$ cat config.mk
export PLATFORM = sky130hd
export DESIGN_NAME = adc_bus_controller_flat
export DESIGN_NICKNAME = d
export VERILOG_FILES = /design/src/design/adc_pkg.sv /design/src/design/adc_link_if.sv /design/src/design/sync2.sv /design/src/design/adc_bus_controller.sv /design/src/flat_wrapper.sv
export SDC_FILE = /design/constraint.sdc
export NUM_CORES = 1
export LEC_CHECK = 0
export ABC_AREA = 1
export BUFFER_PORTS_ARGS = -buffer_cell sky130_fd_sc_hd__buf_2
export CORE_MARGIN = 10
export CORE_UTILIZATION = 40
export CTS_CLUSTER_SIZE = 14
export DETAILED_ROUTE_END_ITERATION = 10
export GPL_TIMING_DRIVEN = 0
export SLEW_MARGIN = 20
export SYNTH_ARGS = -nofsm -noshare
export SYNTH_HDL_FRONTEND = slang
export SYNTH_HIERARCHICAL = 1
export SYNTH_SLANG_ARGS = --single-unit
$ cat constraint.sdc
create_clock -name clk_sys -period 4.3 [get_ports clk_sys]
set_clock_uncertainty 0.15 [all_clocks]
set_input_delay 0.43 -clock clk_sys [delete_from_list [all_inputs] [get_ports clk_sys]]
set_output_delay 0.43 -clock clk_sys [all_outputs]
set_load 0.01 [all_outputs]
$ cat src/design/adc_pkg.sv
`default_nettype none
package adc_pkg;
  // Timing figures in nanoseconds, and cycle counts derived from them.
  localparam int CLK_NS = 10;
  localparam int CNT_W = 12;
  localparam int DATA_W = 10;
  localparam int CONVERT_MIN_NS = 500;
  localparam int RESET_TYP_NS = 1000;
  localparam int CONV_TYP_NS = 20000;
  localparam int RESULT_WAIT_NS = 30000;
  localparam int ACCESS_MAX_NS = 250;
  localparam int HOLD_MIN_NS = 50;
  localparam int FLOAT_TYP_NS = 100;
  localparam int FLOAT_MAX_NS = 200;
  localparam int ACQ_MIN_NS = 10000;
  // Least and longest times round up, typical times round down.
  localparam logic [CNT_W-1:0] CONVERT_CYC =
    CNT_W'((CONVERT_MIN_NS + CLK_NS - 1) / CLK_NS);
  localparam logic [CNT_W-1:0] RESET_CYC = CNT_W'(RESET_TYP_NS / CLK_NS);
  localparam logic [CNT_W-1:0] BIT_CYC =
    CNT_W'(CONV_TYP_NS / CLK_NS / DATA_W);
  localparam logic [CNT_W-1:0] RESULT_WAIT_CYC =
    CNT_W'((RESULT_WAIT_NS + CLK_NS - 1) / CLK_NS);
  // Two synchroniser stages at each end plus the output register at each end.
  localparam logic [CNT_W-1:0] SYNC_MARGIN_CYC = 12'h006;
  localparam logic [CNT_W-1:0] ACCESS_CYC =
    CNT_W'((ACCESS_MAX_NS + CLK_NS - 1) / CLK_NS);
  localparam logic [CNT_W-1:0] FLOAT_CYC =
    CNT_W'((HOLD_MIN_NS + FLOAT_TYP_NS) / CLK_NS);
  localparam logic [CNT_W-1:0] RELEASE_CYC =
    CNT_W'((HOLD_MIN_NS + FLOAT_MAX_NS + CLK_NS - 1) / CLK_NS);
  localparam logic [CNT_W-1:0] ACQ_CYC =
    CNT_W'((ACQ_MIN_NS + CLK_NS - 1) / CLK_NS);
  // Bus locations and reset values.
  localparam logic ADDR_BASE = 1'b0;
  localparam logic ADDR_ABOVE = 1'b1;
  localparam logic [DATA_W-1:0] RESULT_RST = 10'h000;
  localparam logic [DATA_W-1:0] MSB_TRIAL = 10'h200;
  localparam logic [3:0] MSB_IDX = 4'h9;
  typedef enum logic [1:0] {CV_IDLE, CV_CLEAR, CV_ARMED, CV_RUN} conv_state_t;
  typedef enum logic [2:0] {
    H_IDLE, H_START, H_WAIT, H_READ, H_RELEASE
  } host_state_t;
endpackage
`default_nettype wire

$ cat src/design/adc_link_if.sv
`timescale 1ns/1ps
`default_nettype none
// Pins between the converter and its bus controller. The converter is the
// only driver of the data pins, so the controller reads data_out and never reads
// data_oe_upper or data_oe_lower; it times the sample from its own byte enables.
interface adc_link_if;
  logic convert_start; // Start pulse, active high.
  logic upper_byte_output_enable_n; // Upper byte enable, active low.
  logic lower_byte_output_enable_n; // Lower byte enable, active low.
  logic conversion_done_n; // Low when a result is ready.
  logic [9:0] data_out; // Value the converter drives.
  logic data_oe_upper; // High while bits 9..2 are driven.
  logic data_oe_lower; // High while bits 1..0 are driven.
  modport converter (
    input convert_start, upper_byte_output_enable_n,
    input lower_byte_output_enable_n,
    output conversion_done_n, data_out, data_oe_upper, data_oe_lower
  );
  modport controller (
    output convert_start, upper_byte_output_enable_n,
    output lower_byte_output_enable_n,
    input conversion_done_n, data_out, data_oe_upper, data_oe_lower
  );
endinterface
`default_nettype wire

$ cat src/design/sync2.sv
`timescale 1ns/1ps
`default_nettype none
// Two-stage synchroniser; only the second stage leaves this module.
module sync2 #(
  parameter int W = 1
) (
  input wire logic clk_sys, // System clock.
  input wire logic rst, // Synchronous reset, active high.
  input wire logic [W-1:0] d, // Asynchronous inputs.
  output logic [W-1:0] q // Synchronised copy.
);
  logic [W-1:0] meta_r; // First stage, read by q alone.
  // Reset to zero; callers see every pin low for two cycles after reset.
  always_ff @(posedge clk_sys) begin
    if (rst) begin
      meta_r <= '0;
      q <= '0;
    end else begin
      meta_r <= d;
      q <= meta_r;
    end
  end
endmodule
`default_nettype wire

$ cat src/design/adc_bus_controller.sv
`timescale 1ns/1ps
`default_nettype none
// What this block and the converter do
// - Start pulse high at least 500 ns.
// - Rising start clears logic, done goes high.
// - Done high within 1.5 us of start.
// - Conversion runs from the falling start.
// - Conversion takes 10 to 30 us.
// - Byte enables stay high during conversion.
// - Early enable shows the partial value.
// - Each byte enable gates its own lane.
// - Done low means result is ready.
// - Wait access time before sampling data.
// - Data held, then floats after release.
// - Address with write starts, with read enables.
// - Two adjacent locations on byte bus.
// - Base write starts, base read upper byte.
// - Upper write ignored, upper read lower byte.
// - Timer mode waits 30 us before reading.
// - Or watch done, interrupt on its fall.
// - Wait 10 us after done falls.
module adc_bus_controller (
  input wire logic clk_sys, // System clock.
  input wire logic rst, // Synchronous reset, active high.
  adc_link_if.controller link, // Pins towards the converter.
  input wire logic bus_write, // Write request, held with bus_addr.
  input wire logic bus_read, // Read request, held with bus_addr.
  input wire logic bus_addr, // 0 is the base location, 1 the one above.
  input wire logic wait_for_done, // 1 watches done, 0 uses the timer.
  output logic bus_ready, // Requests are taken while high.
  output logic bus_ack, // One-cycle pulse when a request finishes.
  output logic [7:0] bus_rdata, // Byte of the last read.
  output logic eoc_irq // One-cycle pulse on done falling.
);
  //////////////////////////////////////////////////////////////////////////
  logic [10:0] pins_s; // Done line and data pins, synchronised.
  logic done_s; // Synchronised done line.
  logic [9:0] data_s; // Synchronised data pins.
  logic done_q_r; // Previous synchronised done level.
  logic done_fall; // Done went low.
  logic take; // A request is taken this cycle.
  adc_pkg::host_state_t state_r; // Controller state.
  logic [adc_pkg::CNT_W-1:0] cnt_r; // Cycle counter of the current phase.
  logic [adc_pkg::CNT_W-1:0] recover_cnt_r; // Sampler acquire time left.
  logic seen_high_r; // Done was seen high since the last write.
  logic read_upper_r; // The read in flight is of the base location.
  logic convert_r; // Start pin.
  logic upper_en_n_r; // Upper byte enable pin.
  logic lower_en_n_r; // Lower byte enable pin.
  logic ready_r; // Registered ready.
  logic ack_r; // Registered acknowledge.
  logic [7:0] rdata_r; // Registered read byte.
  logic irq_r; // Registered end-of-conversion pulse.

  sync2 #(.W(11)) u_sync (
    .clk_sys(clk_sys),
    .rst(rst),
    .d({link.conversion_done_n, link.data_out}),
    .q(pins_s)
  );
  assign done_s = pins_s[10];
  assign data_s = pins_s[9:0];

  // Done edge from the synchronised level.
  always_ff @(posedge clk_sys) begin
    if (rst) begin
      done_q_r <= 1'b0;
    end else begin
      done_q_r <= done_s;
    end
  end
  assign done_fall = done_q_r & ~done_s;

  // A request held while ready is high is taken on that edge.
  assign take = ready_r & (bus_write | bus_read);

  //////////////////////////////////////////////////////////////////////////
  // Ready is one cycle late on purpose: it never opens early, so a request
  // can never be taken in a state that cannot serve it.
  always_ff @(posedge clk_sys) begin
    if (rst) begin
      ready_r <= 1'b0;
    end else begin
      ready_r <= (state_r == adc_pkg::H_IDLE) && !take && !done_fall &&
                 (recover_cnt_r == '0);
    end
  end

  // Time for a done-controlled sampler to acquire before the next start.
  always_ff @(posedge clk_sys) begin
    if (rst) begin
      recover_cnt_r <= '0;
    end else if (done_fall) begin
      recover_cnt_r <= adc_pkg::ACQ_CYC;
    end else if (recover_cnt_r != '0) begin
      recover_cnt_r <= recover_cnt_r - 12'h001;
    end
  end

  // Done must be seen high before its fall counts as the end.
  always_ff @(posedge clk_sys) begin
    if (rst) begin
      seen_high_r <= 1'b0;
    end else if (take && bus_write) begin
      seen_high_r <= 1'b0;
    end else if (done_s) begin
      seen_high_r <= 1'b1;
    end
  end

  // The end-of-conversion interrupt follows every fall of done.
  always_ff @(posedge clk_sys) begin
    if (rst) begin
      irq_r <= 1'b0;
    end else begin
      irq_r <= done_fall;
    end
  end

  //////////////////////////////////////////////////////////////////////////
  // Main sequence. Reads are only served from idle, and idle is left for
  // the start only after the whole conversion wait, so the enables can
  // never fall while a conversion is running.
  always_ff @(posedge clk_sys) begin
    if (rst) begin
      state_r <= adc_pkg::H_IDLE;
      cnt_r <= '0;
      convert_r <= 1'b0;
      upper_en_n_r <= 1'b1;
      lower_en_n_r <= 1'b1;
      read_upper_r <= 1'b0;
      ack_r <= 1'b0;
      rdata_r <= 8'h00;
    end else begin
      ack_r <= 1'b0;
      case (state_r)
        adc_pkg::H_IDLE: begin
          cnt_r <= '0;
          if (take && bus_write) begin
            if (bus_addr == adc_pkg::ADDR_BASE) begin
              // Any written value starts the converter.
              convert_r <= 1'b1;
              state_r <= adc_pkg::H_START;
            end else begin
              // The upper location ignores writes.
              ack_r <= 1'b1;
            end
          end else if (take) begin
            // Address plus read opens one byte lane.
            read_upper_r <= (bus_addr == adc_pkg::ADDR_BASE);
            upper_en_n_r <= (bus_addr != adc_pkg::ADDR_BASE);
            lower_en_n_r <= (bus_addr != adc_pkg::ADDR_ABOVE);
            state_r <= adc_pkg::H_READ;
          end
        end
        adc_pkg::H_START: begin
          cnt_r <= cnt_r + 12'h001;
          // Width counted in whole cycles, rounded up.
          if (cnt_r == adc_pkg::CONVERT_CYC - 12'h001) begin
            convert_r <= 1'b0;
            cnt_r <= '0;
            state_r <= adc_pkg::H_WAIT;
          end
        end
        adc_pkg::H_WAIT: begin
          cnt_r <= cnt_r + 12'h001;
          if (wait_for_done) begin
            if (seen_high_r && !done_s) begin
              ack_r <= 1'b1;
              state_r <= adc_pkg::H_IDLE;
            end
          end else if (cnt_r == adc_pkg::RESULT_WAIT_CYC - 12'h001) begin
            ack_r <= 1'b1;
            state_r <= adc_pkg::H_IDLE;
          end
        end
        adc_pkg::H_READ: begin
          cnt_r <= cnt_r + 12'h001;
          // Access time plus both synchronisers before sampling.
          if (cnt_r == adc_pkg::ACCESS_CYC + adc_pkg::SYNC_MARGIN_CYC -
                       12'h001) begin
            if (read_upper_r) begin
              rdata_r <= data_s[9:2];
            end else begin
              // Only the top two bits carry data; the rest are masked.
              rdata_r <= {data_s[1:0], 6'h00};
            end
            upper_en_n_r <= 1'b1;
            lower_en_n_r <= 1'b1;
            ack_r <= 1'b1;
            cnt_r <= '0;
            state_r <= adc_pkg::H_RELEASE;
          end
        end
        adc_pkg::H_RELEASE: begin
          cnt_r <= cnt_r + 12'h001;
          // Let the data pins float before anything else happens.
          if (cnt_r == adc_pkg::RELEASE_CYC - 12'h001) begin
            cnt_r <= '0;
            state_r <= adc_pkg::H_IDLE;
          end
        end
        default: begin
          state_r <= adc_pkg::H_IDLE;
        end
      endcase
    end
  end

  //////////////////////////////////////////////////////////////////////////
  assign link.convert_start = convert_r;
  assign link.upper_byte_output_enable_n = upper_en_n_r;
  assign link.lower_byte_output_enable_n = lower_en_n_r;
  assign bus_ready = ready_r;
  assign bus_ack = ack_r;
  assign bus_rdata = rdata_r;
  assign eoc_irq = irq_r;
endmodule
`default_nettype wire

$ cat src/flat_wrapper.sv
// flat-port wrapper written by rule: the top's interface ports become plain ports
module adc_bus_controller_flat 
  (clk_sys, rst, bus_write, bus_read, bus_addr, wait_for_done, bus_ready, bus_ack, bus_rdata, eoc_irq, link_convert_start, link_upper_byte_output_enable_n, link_lower_byte_output_enable_n, link_conversion_done_n, link_data_out, link_data_oe_upper, link_data_oe_lower);
  adc_link_if link_i ();
  input wire logic clk_sys;
  input wire logic rst;
  input wire logic bus_write;
  input wire logic bus_read;
  input wire logic bus_addr;
  input wire logic wait_for_done;
  output logic bus_ready;
  output logic bus_ack;
  output logic [7:0] bus_rdata;
  output logic eoc_irq;
  output wire logic [$bits(link_i.convert_start)-1:0] link_convert_start;
  output wire logic [$bits(link_i.upper_byte_output_enable_n)-1:0] link_upper_byte_output_enable_n;
  output wire logic [$bits(link_i.lower_byte_output_enable_n)-1:0] link_lower_byte_output_enable_n;
  input wire logic [$bits(link_i.conversion_done_n)-1:0] link_conversion_done_n;
  input wire logic [$bits(link_i.data_out)-1:0] link_data_out;
  input wire logic [$bits(link_i.data_oe_upper)-1:0] link_data_oe_upper;
  input wire logic [$bits(link_i.data_oe_lower)-1:0] link_data_oe_lower;
  assign link_convert_start = link_i.convert_start;
  assign link_upper_byte_output_enable_n = link_i.upper_byte_output_enable_n;
  assign link_lower_byte_output_enable_n = link_i.lower_byte_output_enable_n;
  assign link_i.conversion_done_n = link_conversion_done_n;
  assign link_i.data_out = link_data_out;
  assign link_i.data_oe_upper = link_data_oe_upper;
  assign link_i.data_oe_lower = link_data_oe_lower;
  adc_bus_controller u_core (.clk_sys(clk_sys), .rst(rst), .link(link_i), .bus_write(bus_write), .bus_read(bus_read), .bus_addr(bus_addr), .wait_for_done(wait_for_done), .bus_ready(bus_ready), .bus_ack(bus_ack), .bus_rdata(bus_rdata), .eoc_irq(eoc_irq));
endmodule
* Yosys cells after proc, flatten, opt, wreduce, memory -nomap -nowiden
Cells that the tools add are included.
Cells by class: $add $sub $neg 2, eq/ne operators 19, multiplexer cells 35, bitwise operators 6, reductions and logical operators 22
Operators with widths (number):
- 12-bit case mux with 5 select lines | 1
- 12-bit 2-to-1 mux | 3
- 3-bit 2-to-1 mux | 9
- 12-bit by 5-bit equality test with 1-bit output, second input constant | 2
- 10-bit 2-to-1 mux | 2
- 3-bit case mux with 5 select lines | 1
- 1-bit 2-to-1 mux | 14
- 12-bit by 1-bit adder with 12-bit output, second input constant | 1
- 12-bit equality test, second input constant | 1
- 12-bit by 6-bit equality test with 1-bit output, second input constant | 1
- 12-bit zero test | 1
- 12-bit nonzero test | 1
- 12-bit by 1-bit subtractor with 12-bit output, second input constant | 1
- 3-bit by 2-bit != test with 1-bit output, second input constant | 3
- 8-bit 2-to-1 mux | 1
- 2-bit by 1-bit != test with 1-bit output, second input constant | 4
- 4-bit AND reduction | 2
- 7-bit AND reduction | 1
- 3-bit by 2-bit equality test with 1-bit output, second input constant | 2
- 2-bit != test, second input constant | 3
- 1-bit case mux with 2 select lines | 3
- 2-bit nonzero test | 3
- 1-bit logical AND | 5
- 5-bit nonzero test | 1
- 12 further kinds | 18
Word-level totals: register bits after elaboration 66, bits of input ports 19, output and inout bits 14

* Longest topological paths before layout
Gate-level depths: netlist of the first run.
depth in word-level cells 6, gate-level depth with buffers 11, gate-level depth less buffers 11

* Hierarchy
The synthesis of the first run kept the hierarchy.
Modules (own cells, without submodules):
- adc_bus_controller | times used 1, cells each 329, area an instance 2328.5 µm², sequential area each 880.8 µm²
- sync2 | times used 1, cells each 68, area an instance 628.1 µm², sequential area each 440.4 µm²

* Least setup slack after synthesis of the first run
OpenSTA, ideal clock, no wires.
kind flip-flop to flip-flop, from register u_core/cnt_r[0] in the netlist's numbering, to register u_core/cnt_r[9] in the netlist's numbering, setup time 0.117 ns, arrival 1.392 ns, data required time 4.033 ns, setup slack 2.641 ns, cell stages (with the launch flop) 12, path buffers 0, clock period less this slack 1.659 ns, path through dfxtp_1 -> inv_1 -> ha_1 -> nand3_1 -> nor2_1 -> nand2_2 -> nand2_2 -> nand2_4 -> nor2_2 -> nand2_2 -> nand2_4 -> nor2_1
Between the ends: cells in the longest elaborated chain, start to end 3, elaborated cells on any way between the ends 8, those cells by class 1 x add/sub; 3 x eq/ne; 4 x mux
RTL lines:
- start, declared | RTL line adc_bus_controller.sv:43 | logic [adc_pkg::CNT_W-1:0] cnt_r;
- start signal, assigned | RTL line adc_bus_controller.sv:157 | cnt_r <= cnt_r + 12'h001;
- start signal, assigned | RTL line adc_bus_controller.sv:166 | cnt_r <= cnt_r + 12'h001;
- start signal, assigned | RTL line adc_bus_controller.sv:178 | cnt_r <= cnt_r + 12'h001;
- 12-bit by 1-bit adder with 12-bit output (tied with other cells)
- 12-bit 2-to-1 mux, on equally long branches | RTL line adc_bus_controller.sv:198, adc_bus_controller.sv:159, adc_bus_controller.sv:180
- 12-bit case mux with 5 select lines (*) | RTL line adc_bus_controller.sv:136 | case (state_r)
Mark *: on every way between the ends. The rest lies on a longest branch, timed or not. A chain may end at the register's enable or synchronous reset.

* Final worst setup path of the first run
from register u_core/cnt_r[1] in the netlist's numbering, to register u_core/cnt_r[2] in the netlist's numbering
The elaborated chain is that of the path after synthesis.

==> metrics.cfg, run 1 <==
[worst_setup_path]
critPathMaxFanout=7
crit_end=u_core/cnt_r[2]
arrival_ns=1.97
rr_startpoint=u_core/cnt_r[1]
r2r_slack_ns=2.41
path_class=reg2reg
end_kind=register
crit_start=u_core/cnt_r[1]
cp_data_required_time_ns=4.38
start_kind=register
r2r_cells=10
r2r-end=u_core/cnt_r[2]

[floorplan]
rows=31
start_util=0.410
die_x_um=106
dieHeight_um=106
core_area_um2=7210
die_area_um2=11200
io_pins=33

[finish]
fillers=761
synthToLayoutAreaGrowth_pct=17.7
n_antenna_cell=0
stdcell_count=542
nNetsFinal=464
drive_above_1_share=0.165
fin_area_um2=3480

[grt]
grt_pass1_vias=2351
globalRouteOverflowTotal=0
antenna_found_initial=0
groute.usage.overall=0.113
grt_pass1_wl_um=10500
grt_max_degree=13

[timing]
slew_headroom=0.701
rsz0062_at_grt=false
tightest_slew_ns=0.449
finalMaxSlewViolations=0
timing.final.crit_share=0.439
setup-tns-final_ns=0
setup_viol=0
fin_hold_ws_ns=0.144
hold_viol_final=0
period_needed_ns=1.89
fmax_mhz=529

[clock_network]
clk_pin_slew_ns=0.07
root_buffer=clkbuf_8
cts_sinks=66
clk_path_buf_depth=2
htree_levels=3
cts_resized=0
holdBufCountCts=0
postCtsSetupBuffers=0
clock_latency_ns=0.33
cts_tree=done
cts_made_buffers=9

[place]
place_inst=526
port_buffers=30
gp_congestion=0.862
dp_hpwl_um=4610
placed_cell_area_um2=3230

[synthesis]
yosysTopAreaCell=dfxtp_1
synth_warnings=6
seq_area_frac_synth=0.447
synthesis.nets=423
netlist_area_um2=2960
synth_top_area_frac=0.447
synthTopCellsByArea=dfxtp_1 (45%), nor2_1 (8.8%), inv_1 (7.9%)
avgSynthCellArea_um2=7.45
synth-seq-cells=66
postSynthCellCount=397
ys_types=34

[routing]
viasPerCell=4.58
ant_nets=0
wl_um=6110
drt_first_pass_iters=4
route.detailed.drc=0
drt_iter0_markers=94
wl_per_cell_um=11.3
num_vias=2483

[job]
maxCapViolCount=0

[pwr]
peakVddDrop_mv=0.209
power_density_nw_per_um2=616
power.total_mw=2.14
power.leakage_nw=1.58

[status]
status=completed

[hold_path]
min_path_type=in2reg

==> metal layers <==
layer | up-vias | GRT usage | routed length (um)
met2 | 41 | 0.178 | 2820
met1 | 1090 | 0.140 | 2960
met4 | 0 | 0.0667 | 91
met3 | 6 | 0.0248 | 232
met5 | - | 0 | 0
li1 | 1346 | - | -
==> synthesized netlist by cell type <==
library cell  count
a21boi_0          1
nor2_4            5
nand3_1          33
or2_2             2
nand4_2           1
nand3b_1          2
inv_2             2
nand2_1          52
nor3_1           11
clkbuf_1          1
inv_1            62
ha_1              7
nor2_2            5
buf_2             1
nand2_2           4
o21ai_1           1
o211ai_1          3
mux2i_1           1
o21a_1            1
xnor2_1           1
nand4_1           5
a21oi_1          22
o221a_2           1
a21o_1            1
buf_6             3
o21ai_0          16
nand2_4           2
nor2_1           69
clkbuf_2          1
o22ai_1           2
dfxtp_1          66
buf_1             1
xor2_1            7
a31oi_1           5
==> power by group <==
group | switching [mW] | internal, mW | total [mW]
clock network | 0.242 | 0.403 | 0.645
registers | 0.0710 | 0.698 | 0.769
logic | 0.467 | 0.261 | 0.729
==> worst max-delay path, cell delays in order, from the launching register on <==
cell     delay [ns]
dfxtp_1        0.45
ha_1           0.24
nand3_1        0.08
nor2_1         0.14
nand2_2        0.12
nand2_2        0.12
nand2_4        0.08
nor2_2         0.15
nand2_2        0.11
nand2_4        0.11
nor2_1         0.05
==> registers in the layout, indices dropped and copies added, names as in the netlist, 3 cells and up <==
name                  count
u_core/bus_rdata          8
u_core/u_sync/q          11
u_core/recover_cnt_r     12
u_core/state_r            3
u_core/cnt_r             12
u_core/u_sync/meta_r     11
==> cell usage in the layout (no fill, tap or decap), types with 3 or more instances in the layout <==
master	instances
inv_1	62
nand4_1	5
xor2_1	7
nand2_2	4
a21oi_1	22
dfxtp_1	66
nand2_1	52
a31oi_1	5
nor2_1	69
ha_1	7
nor2_4	5
buf_2	31
bufinv_16	3
clkbuf_8	10
nand3_1	33
o211ai_1	3
nor2_2	5
o21ai_0	16
nor3_1	11
buf_6	3
==> final cells by class <==
type                       count  area, um2  area share
multi-input combinational    260       1340       0.386
sequential                    66       1320       0.380
inverter                      64        240      0.0690
timing repair buffer          30        150      0.0431
clock buffer                  10        138      0.0395
tap                           99        124      0.0356
clock inverter                 6        113      0.0324
buffer                         7       51.3      0.0147
==> how the worst min path moves through the flow <==
| stage | startpoint | endpoint | slack [ns] | cells after the start |
|---|---|---|---|---|
| after floorplan | u_core/u_sync/meta_r[0] | u_core/u_sync/q[0] | 0.24 | 2 |
| after detailed placement | u_core/u_sync/meta_r[8] | u_core/u_sync/q[8] | 0.24 | 2 |
| after CTS | link_data_out[5] | u_core/u_sync/meta_r[5] | 0.13 | 3 |
| final | link_data_out[5] | u_core/u_sync/meta_r[5] | 0.14 | 3 |
| after global placement | u_core/u_sync/meta_r[2] | u_core/u_sync/q[2] | 0.24 | 2 |
| after global routing | link_data_out[5] | u_core/u_sync/meta_r[5] | 0.13 | 3 |
==> cells by family after synthesis <==
logic type / after synthesis / synth area share
and+or+nand+nor: 191 / 0.298
adders and majority gates: 7 / 0.0296
AOI/OAI and AO/OA: 53 / 0.0999
muxes: 1 / 0.00339
DFF: 66 / 0.447
buffers and inverters: 71 / 0.0986
xor gates and xnor gates: 8 / 0.0237
==> metrics by stage <==
stage | utilization | setup WS [ns]
2_1_floorplan | - | 2.64
6_report | 0.482 | 2.41
3_3_place_gp | 0.448 | 2.31
4_1_cts | 0.482 | 2.40
5_1_grt | 0.482 | 2.29
3_5_place_dp | 0.448 | 2.30
Power figures use the tool's default switching activity.
==> inputs of run 2 (changes only) <==
Clock period 4.3 ns to 1.92 ns, I/O delays scaled along.
==> metrics.cfg, run 2 (synthesized netlist as in run 1, its figures left out) <==
[timing]
timing.final.crit_share=0.933  ; was 0.439
slew_headroom=0.702  ; was 0.701
setup_viol=0  ; unchanged
rsz0062_at_grt=false  ; unchanged
setup-tns-final_ns=0  ; unchanged
hold_viol_final=0  ; unchanged
fin_hold_ws_ns=0.0753  ; was 0.144 ns
fmax_mhz=558  ; was 529 MHz
period_needed_ns=1.79  ; was 1.89 ns
finalMaxSlewViolations=0  ; unchanged
tightest_slew_ns=0.447  ; was 0.449 ns
layout_setup_ws_ns=0.129  ; was 2.41 ns

[finish]
reg_top3=u_core/cnt_r (12), u_core/recover_cnt_r (12)  ; unchanged
n_antenna_cell=0  ; unchanged
synthToLayoutAreaGrowth_pct=23.1  ; was 17.7%
nNetsFinal=480  ; was 464
layout_commonest_cell=nor2_1  ; unchanged
layout_common_cells=nor2_1 (69), dfxtp_1 (64), inv_1 (61)  ; was nor2_1 (69), dfxtp_1 (66), inv_1 (62)
drive_above_1_share=0.172  ; was 0.165

[floorplan]
core_area_um2=7210  ; unchanged
die_x_um=106  ; unchanged
rows=31  ; unchanged
io_pins=33  ; unchanged
start_util=0.410  ; unchanged
die_area_um2=11200  ; unchanged
dieHeight_um=106  ; unchanged

[routing]
route.detailed.drc=0  ; unchanged
ant_nets=0  ; unchanged
routed.top_layer=met4  ; unchanged
wl_met3_um=274  ; was 232 um
drt_first_pass_iters=5  ; was 4
wl_per_cell_um=11.2  ; was 11.3 um
dr_wl_met2_um=2900  ; was 2820 um
met1_length_um=2980  ; was 2960 um
wl_um=6240  ; was 6110 um
drt_iter0_markers=99  ; was 94
num_vias=2541  ; was 2,483
viasPerCell=4.55  ; was 4.58

[worst_setup_path]
path_class=reg2reg  ; unchanged
start_kind=register  ; unchanged
critPathMostFrequentCell=nor2_1  ; was nand2_2
max_stage_delay_ns=0.32  ; was 0.45 ns
end_kind=register  ; unchanged
r2r_slack_ns=0.13  ; was 2.41 ns
critPathMaxFanout=7  ; unchanged
rr_startpoint=u_core/recover_cnt_r[0]  ; was u_core/cnt_r[1]
cp_slowest_cell=dfxtp_1  ; unchanged
r2r_cells=7  ; was 10
r2r-end=u_core/recover_cnt_r[3]  ; was u_core/cnt_r[2]
cp_data_required_time_ns=1.97  ; was 4.38 ns
arrival_ns=1.84  ; was 1.97 ns
crit_chain=inv_1 -> ha_1 -> nand2_1 -> nor2_1 -> nand4_1 -> a21boi_0 -> nor2_1  ; was ha_1 -> nand3_1 -> nor2_1 -> nand2_2 -> nand2_2 -> nand2_4 -> nor2_2 -> nand2_2 -> nand2_4 -> nor2_1

[place]
dp_hpwl_um=4610  ; unchanged
port_buffers=30  ; unchanged
gp_congestion=0.862  ; unchanged
post-place-ws_ns=0.0186  ; was 2.30 ns

[grt]
grt_pass1_vias=2401  ; was 2,351
grt_max_degree=13  ; unchanged
groute.usage.overall=0.115  ; was 0.113
globalRouteOverflowTotal=0  ; unchanged
antenna_found_initial=0  ; unchanged
grt_pass1_wl_um=10700  ; was 10,500 um

[pwr]
power_density_nw_per_um2=1330  ; was 616 nW/um2
peakVddDrop_mv=0.467  ; was 0.209 mV
power.leakage_nw=1.65  ; was 1.58 nW

[clock_network]
htree_levels=3  ; unchanged
root_buffer=clkbuf_8  ; unchanged
cts_sinks=66  ; unchanged
cts_tree=done  ; unchanged
cts_made_buffers=9  ; unchanged
clk_path_buf_depth=2  ; unchanged
clk_pin_slew_ns=0.07  ; about the same
clock_latency_ns=0.33  ; about the same

[hold_path]
hold_path.startpoint=rst  ; was link_data_out[5]
hold_end=u_core/u_sync/meta_r[5]  ; unchanged
min_path_type=in2reg  ; unchanged
whs_path_depth=3  ; unchanged

[job]
maxCapViolCount=0  ; unchanged

[status]
status=completed  ; unchanged

## run 2: cell types whose count changed in the layout (fill, tap and decap cells not counted), sizes merged
cell / change
dlygate4sd3: +14
buf: +2
## run 2: where the power goes
part / internal, mW / switching, mW
clock: 0.903 / 0.542
sequential: 1.57 / 0.161
combinational: 0.605 / 1.06
total: 3.07 / 1.76
## run 2: what timing repair did
item                                   in CTS  in global routing
buffers inserted                            0                  2
setup endpoints to repair                   0                 12
resized for setup                           0                  4
endpoints found under the hold margin      13                  0
hold buffers                               14                  0
## run 2: worst max path at each step
stage                                        from                      end  slack, ns  depth (start not counted)
after floorplan                   u_core/cnt_r[0]          u_core/cnt_r[9]       0.26                         11
after global placement            u_core/cnt_r[1]          u_core/cnt_r[9]       0.03                         10
after detailed placement          u_core/cnt_r[1]          u_core/cnt_r[4]       0.02                         10
after CTS                         u_core/cnt_r[1]          u_core/cnt_r[2]       0.02                         10
after global routing      u_core/recover_cnt_r[0]  u_core/recover_cnt_r[3]       0.02                          7
final                     u_core/recover_cnt_r[0]  u_core/recover_cnt_r[3]       0.13                          7
## run 2: cell type report
type	count	area, um2
Buffer	7	51.3
Sequential cell	66	1320
Inverter	64	240
Clock buffer	10	138
Multi-Input combinational cell	260	1350
Timing Repair Buffer	46	305
Clock inverter	6	113
Tap cell	99	124
Fill cell	738	3570
## run 2: stage by stage
step	utilization	total power, mW	instances	cell area [um2]
after floorplan	-	3.02	397	2960
after global placement	0.448	3.34	526	3230
after detailed placement	0.448	3.37	526	3230
after CTS	0.502	4.87	556	3620
after global routing	0.505	5.23	558	3640
final	0.505	4.83	558	3640
## run 2: worst max-delay path: cells and delay by family, from the launching register on
kind / cells / cell delay (ns)
adders and majority gates: 1 / 0.21
AOI/OAI and AO/OA: 1 / 0.27
and+or+nand+nor: 4 / 0.54
DFF: 1 / 0.32
buffers and inverters: 1 / 0.17
## run 2: metal layers
metal,up-vias,global-route usage
li1,1375,-
met2,41,0.183
met5,-,0
met4,0,0.0667
met3,6,0.0266
met1,1119,0.140
==> inputs of run 3 (changes only) <==
Settings changed: CELL_PAD_IN_SITES_DETAIL_PLACEMENT set to 0, CELL_PAD_IN_SITES_GLOBAL_PLACEMENT set to 1, PLACE_DENSITY_LB_ADDON set to 0.1.
==> metrics.cfg, run 3 (synthesized netlist as in run 1, its figures left out) <==
[status]
status=completed  ; unchanged

[grt]
globalRouteOverflowTotal=0  ; unchanged
grt-busiest-layer=met2  ; unchanged
globalRouteMet2Util=0.184  ; was 0.183
met3_usage=0.0314  ; was 0.0266
globalRouteMet1Util=0.148  ; was 0.140
antenna_found_initial=0  ; unchanged
grt_pass1_vias=2393  ; was 2,401
grt_pass1_wl_um=10900  ; was 10,700 um
grt_max_degree=14  ; was 13
groute.usage.overall=0.118  ; was 0.115

[job]
maxCapViolCount=0  ; unchanged

[worst_setup_path]
arrival_ns=1.88  ; was 1.84 ns
crit_start=u_core/cnt_r[0]  ; was u_core/recover_cnt_r[0]
cp_slowest_cell=dfxtp_2  ; was dfxtp_1
start_kind=register  ; unchanged
cp_data_required_time_ns=2.00  ; was 1.97 ns
max_stage_delay_ns=0.35  ; was 0.32 ns
critPathMaxFanout=6  ; was 7
path_class=reg2reg  ; unchanged
timing.critical_path.buf_inv=1  ; unchanged
rr_startpoint=u_core/cnt_r[0]  ; was u_core/recover_cnt_r[0]
end_kind=register  ; unchanged
critPathMostFrequentCell=nand2_4  ; was nor2_1
crit_family=simple AND/OR/NAND/NOR gates  ; unchanged
crit_chain=inv_1 -> ha_2 -> nand3_1 -> nor2_1 -> nand2_2 -> nand2_4 -> nand2_4 -> nor2_4 -> nand2_2 -> nand2_4 -> nor2_1  ; was inv_1 -> ha_1 -> nand2_1 -> nor2_1 -> nand4_1 -> a21boi_0 -> nor2_1

[pwr]
power.leakage_nw=1.63  ; was 1.65 nW
clockPowerShare=0.262  ; was 0.299
p_int_mw=2.86  ; was 3.07 mW
peakVddDrop_mv=0.647  ; was 0.467 mV
p_seq_frac=0.369  ; was 0.358
switchingPower_mw=1.80  ; was 1.76 mW
power.total_mw=4.66  ; was 4.83 mW
switching_share=0.386  ; was 0.364
combPwrFrac=0.368  ; was 0.344
power_density_nw_per_um2=1290  ; was 1330 nW/um2

[clock_network]
cts_made_buffers=9  ; unchanged
root_buffer=clkbuf_8  ; unchanged
clk_path_buf_depth=2  ; unchanged
clk_pin_slew_ns=0.08  ; was 0.07 ns
htree_levels=3  ; unchanged
clock_latency_ns=0.33  ; about the same
cts_sinks=66  ; unchanged
cts_tree=done  ; unchanged

[place]
dp_hpwl_um=4690  ; was 4610 um
gp_congestion=0.789  ; was 0.862
port_buffers=30  ; unchanged

[finish]
final_util=0.502  ; was 0.505
synthToLayoutAreaGrowth_pct=22.4  ; was 23.1%
nNetsFinal=481  ; was 480
drive_above_1_share=0.172  ; about the same
layout_common_cells=nor2_1 (69), dfxtp_1 (64), inv_1 (62)  ; was nor2_1 (69), dfxtp_1 (64), inv_1 (61)
n_antenna_cell=0  ; unchanged
layout_commonest_cell=nor2_1  ; unchanged
reg_top3=u_core/cnt_r (12), u_core/recover_cnt_r (12)  ; unchanged

[floorplan]
dieHeight_um=106  ; unchanged
rows=31  ; unchanged
io_pins=33  ; unchanged
die_area_um2=11200  ; unchanged
core_area_um2=7210  ; unchanged
die_x_um=106  ; unchanged
start_util=0.410  ; unchanged

[timing]
setup-tns-final_ns=0  ; unchanged
slew_headroom=0.684  ; was 0.702
finalMaxSlewViolations=0  ; unchanged
setup_viol=0  ; unchanged
timing.final.crit_share=0.940  ; was 0.933
hold_viol_final=0  ; unchanged
fmax_mhz=554  ; was 558 MHz
period_needed_ns=1.80  ; was 1.79 ns
tightest_slew_ns=0.474  ; was 0.447 ns

[routing]
wl_per_cell_um=11.5  ; was 11.2 um
num_vias=2527  ; was 2,541
ant_nets=0  ; unchanged
route.detailed.drc=0  ; unchanged
drt_first_pass_iters=4  ; was 5
wl_um=6440  ; was 6240 um
drt_iter0_markers=111  ; was 99
viasPerCell=4.52  ; was 4.55

[hold_path]
hold_path.startpoint=rst  ; unchanged
min_path_type=in2reg  ; unchanged

## run 3: cell types whose count changed in the layout (fill, tap and decap cells not counted), sizes merged
cell | before | now
bufinv | 3 | 1
clkinv | 2 | 1
buf | 37 | 38
clkinvlp | 0 | 1
inv | 65 | 67
## run 3: metal layers
metal	vias to the layer above	share of wire	wire length, um
li1	1376	-	-
met5	-	0	0
met3	2	0.042	268
met4	0	0.0067	43
met1	1102	0.49	3180
met2	47	0.46	2960
## run 3: path summary, 6_finish.rpt
kind / endpoint / slack [ns] / cells past startpoint
setup reg to reg: u_core/cnt_r[4] / 0.12 / 11
setup / recovery: u_core/cnt_r[4] / 0.12 / 11
hold reg to reg: u_core/u_sync/q[6] / 0.25 / 2
hold / removal: u_core/u_sync/q[9] / 0.09 / 3
## run 3: final cells by class
class / instances / area [um2]
fillers: 734 / 3600
multi-input cells: 260 / 1360
flip-flops and latches: 66 / 1320
repair buffers: 47 / 313
inverters: 64 / 240
clock buffers: 10 / 138
well taps: 99 / 124
clock inverters: 6 / 72.6
plain buffers: 7 / 51.3
## run 3: metrics by stage
stage	setup WS, ns	area [um2]	instances	hold WS (ns)
finish	0.116	3620	559	0.0896
global route	-0.00310	3620	559	0.0875
CTS	0.0207	3580	556	0.0763
detailed placement	0.0291	3230	526	0.243
global placement	0.0240	3230	526	0.240
floorplan	0.261	2960	397	0.113
## run 3: power by group through the flow
stage                     clock network, mW  logic [mW]  registers, mW
after floorplan                           0        1.29           1.73
after global placement                    0        1.63           1.75
after detailed placement                  0        1.63           1.75
after CTS                              1.27        1.66           1.72
after global routing                   1.32        1.98           1.75
final                                  1.22        1.71           1.72
## run 3: what timing repair did
action / CTS / global route
buffers inserted: 0 / 3
endpoints found under the hold margin: 13 / 0
gates resized for setup: 0 / 5
hold buffers: 14 / 0
endpoints found under the setup margin: 0 / 13
## run 3: tightest hold or removal path, cell delays in order
cell    delay, ns
buf_2        0.15
buf_6        0.15
nor2_1       0.04
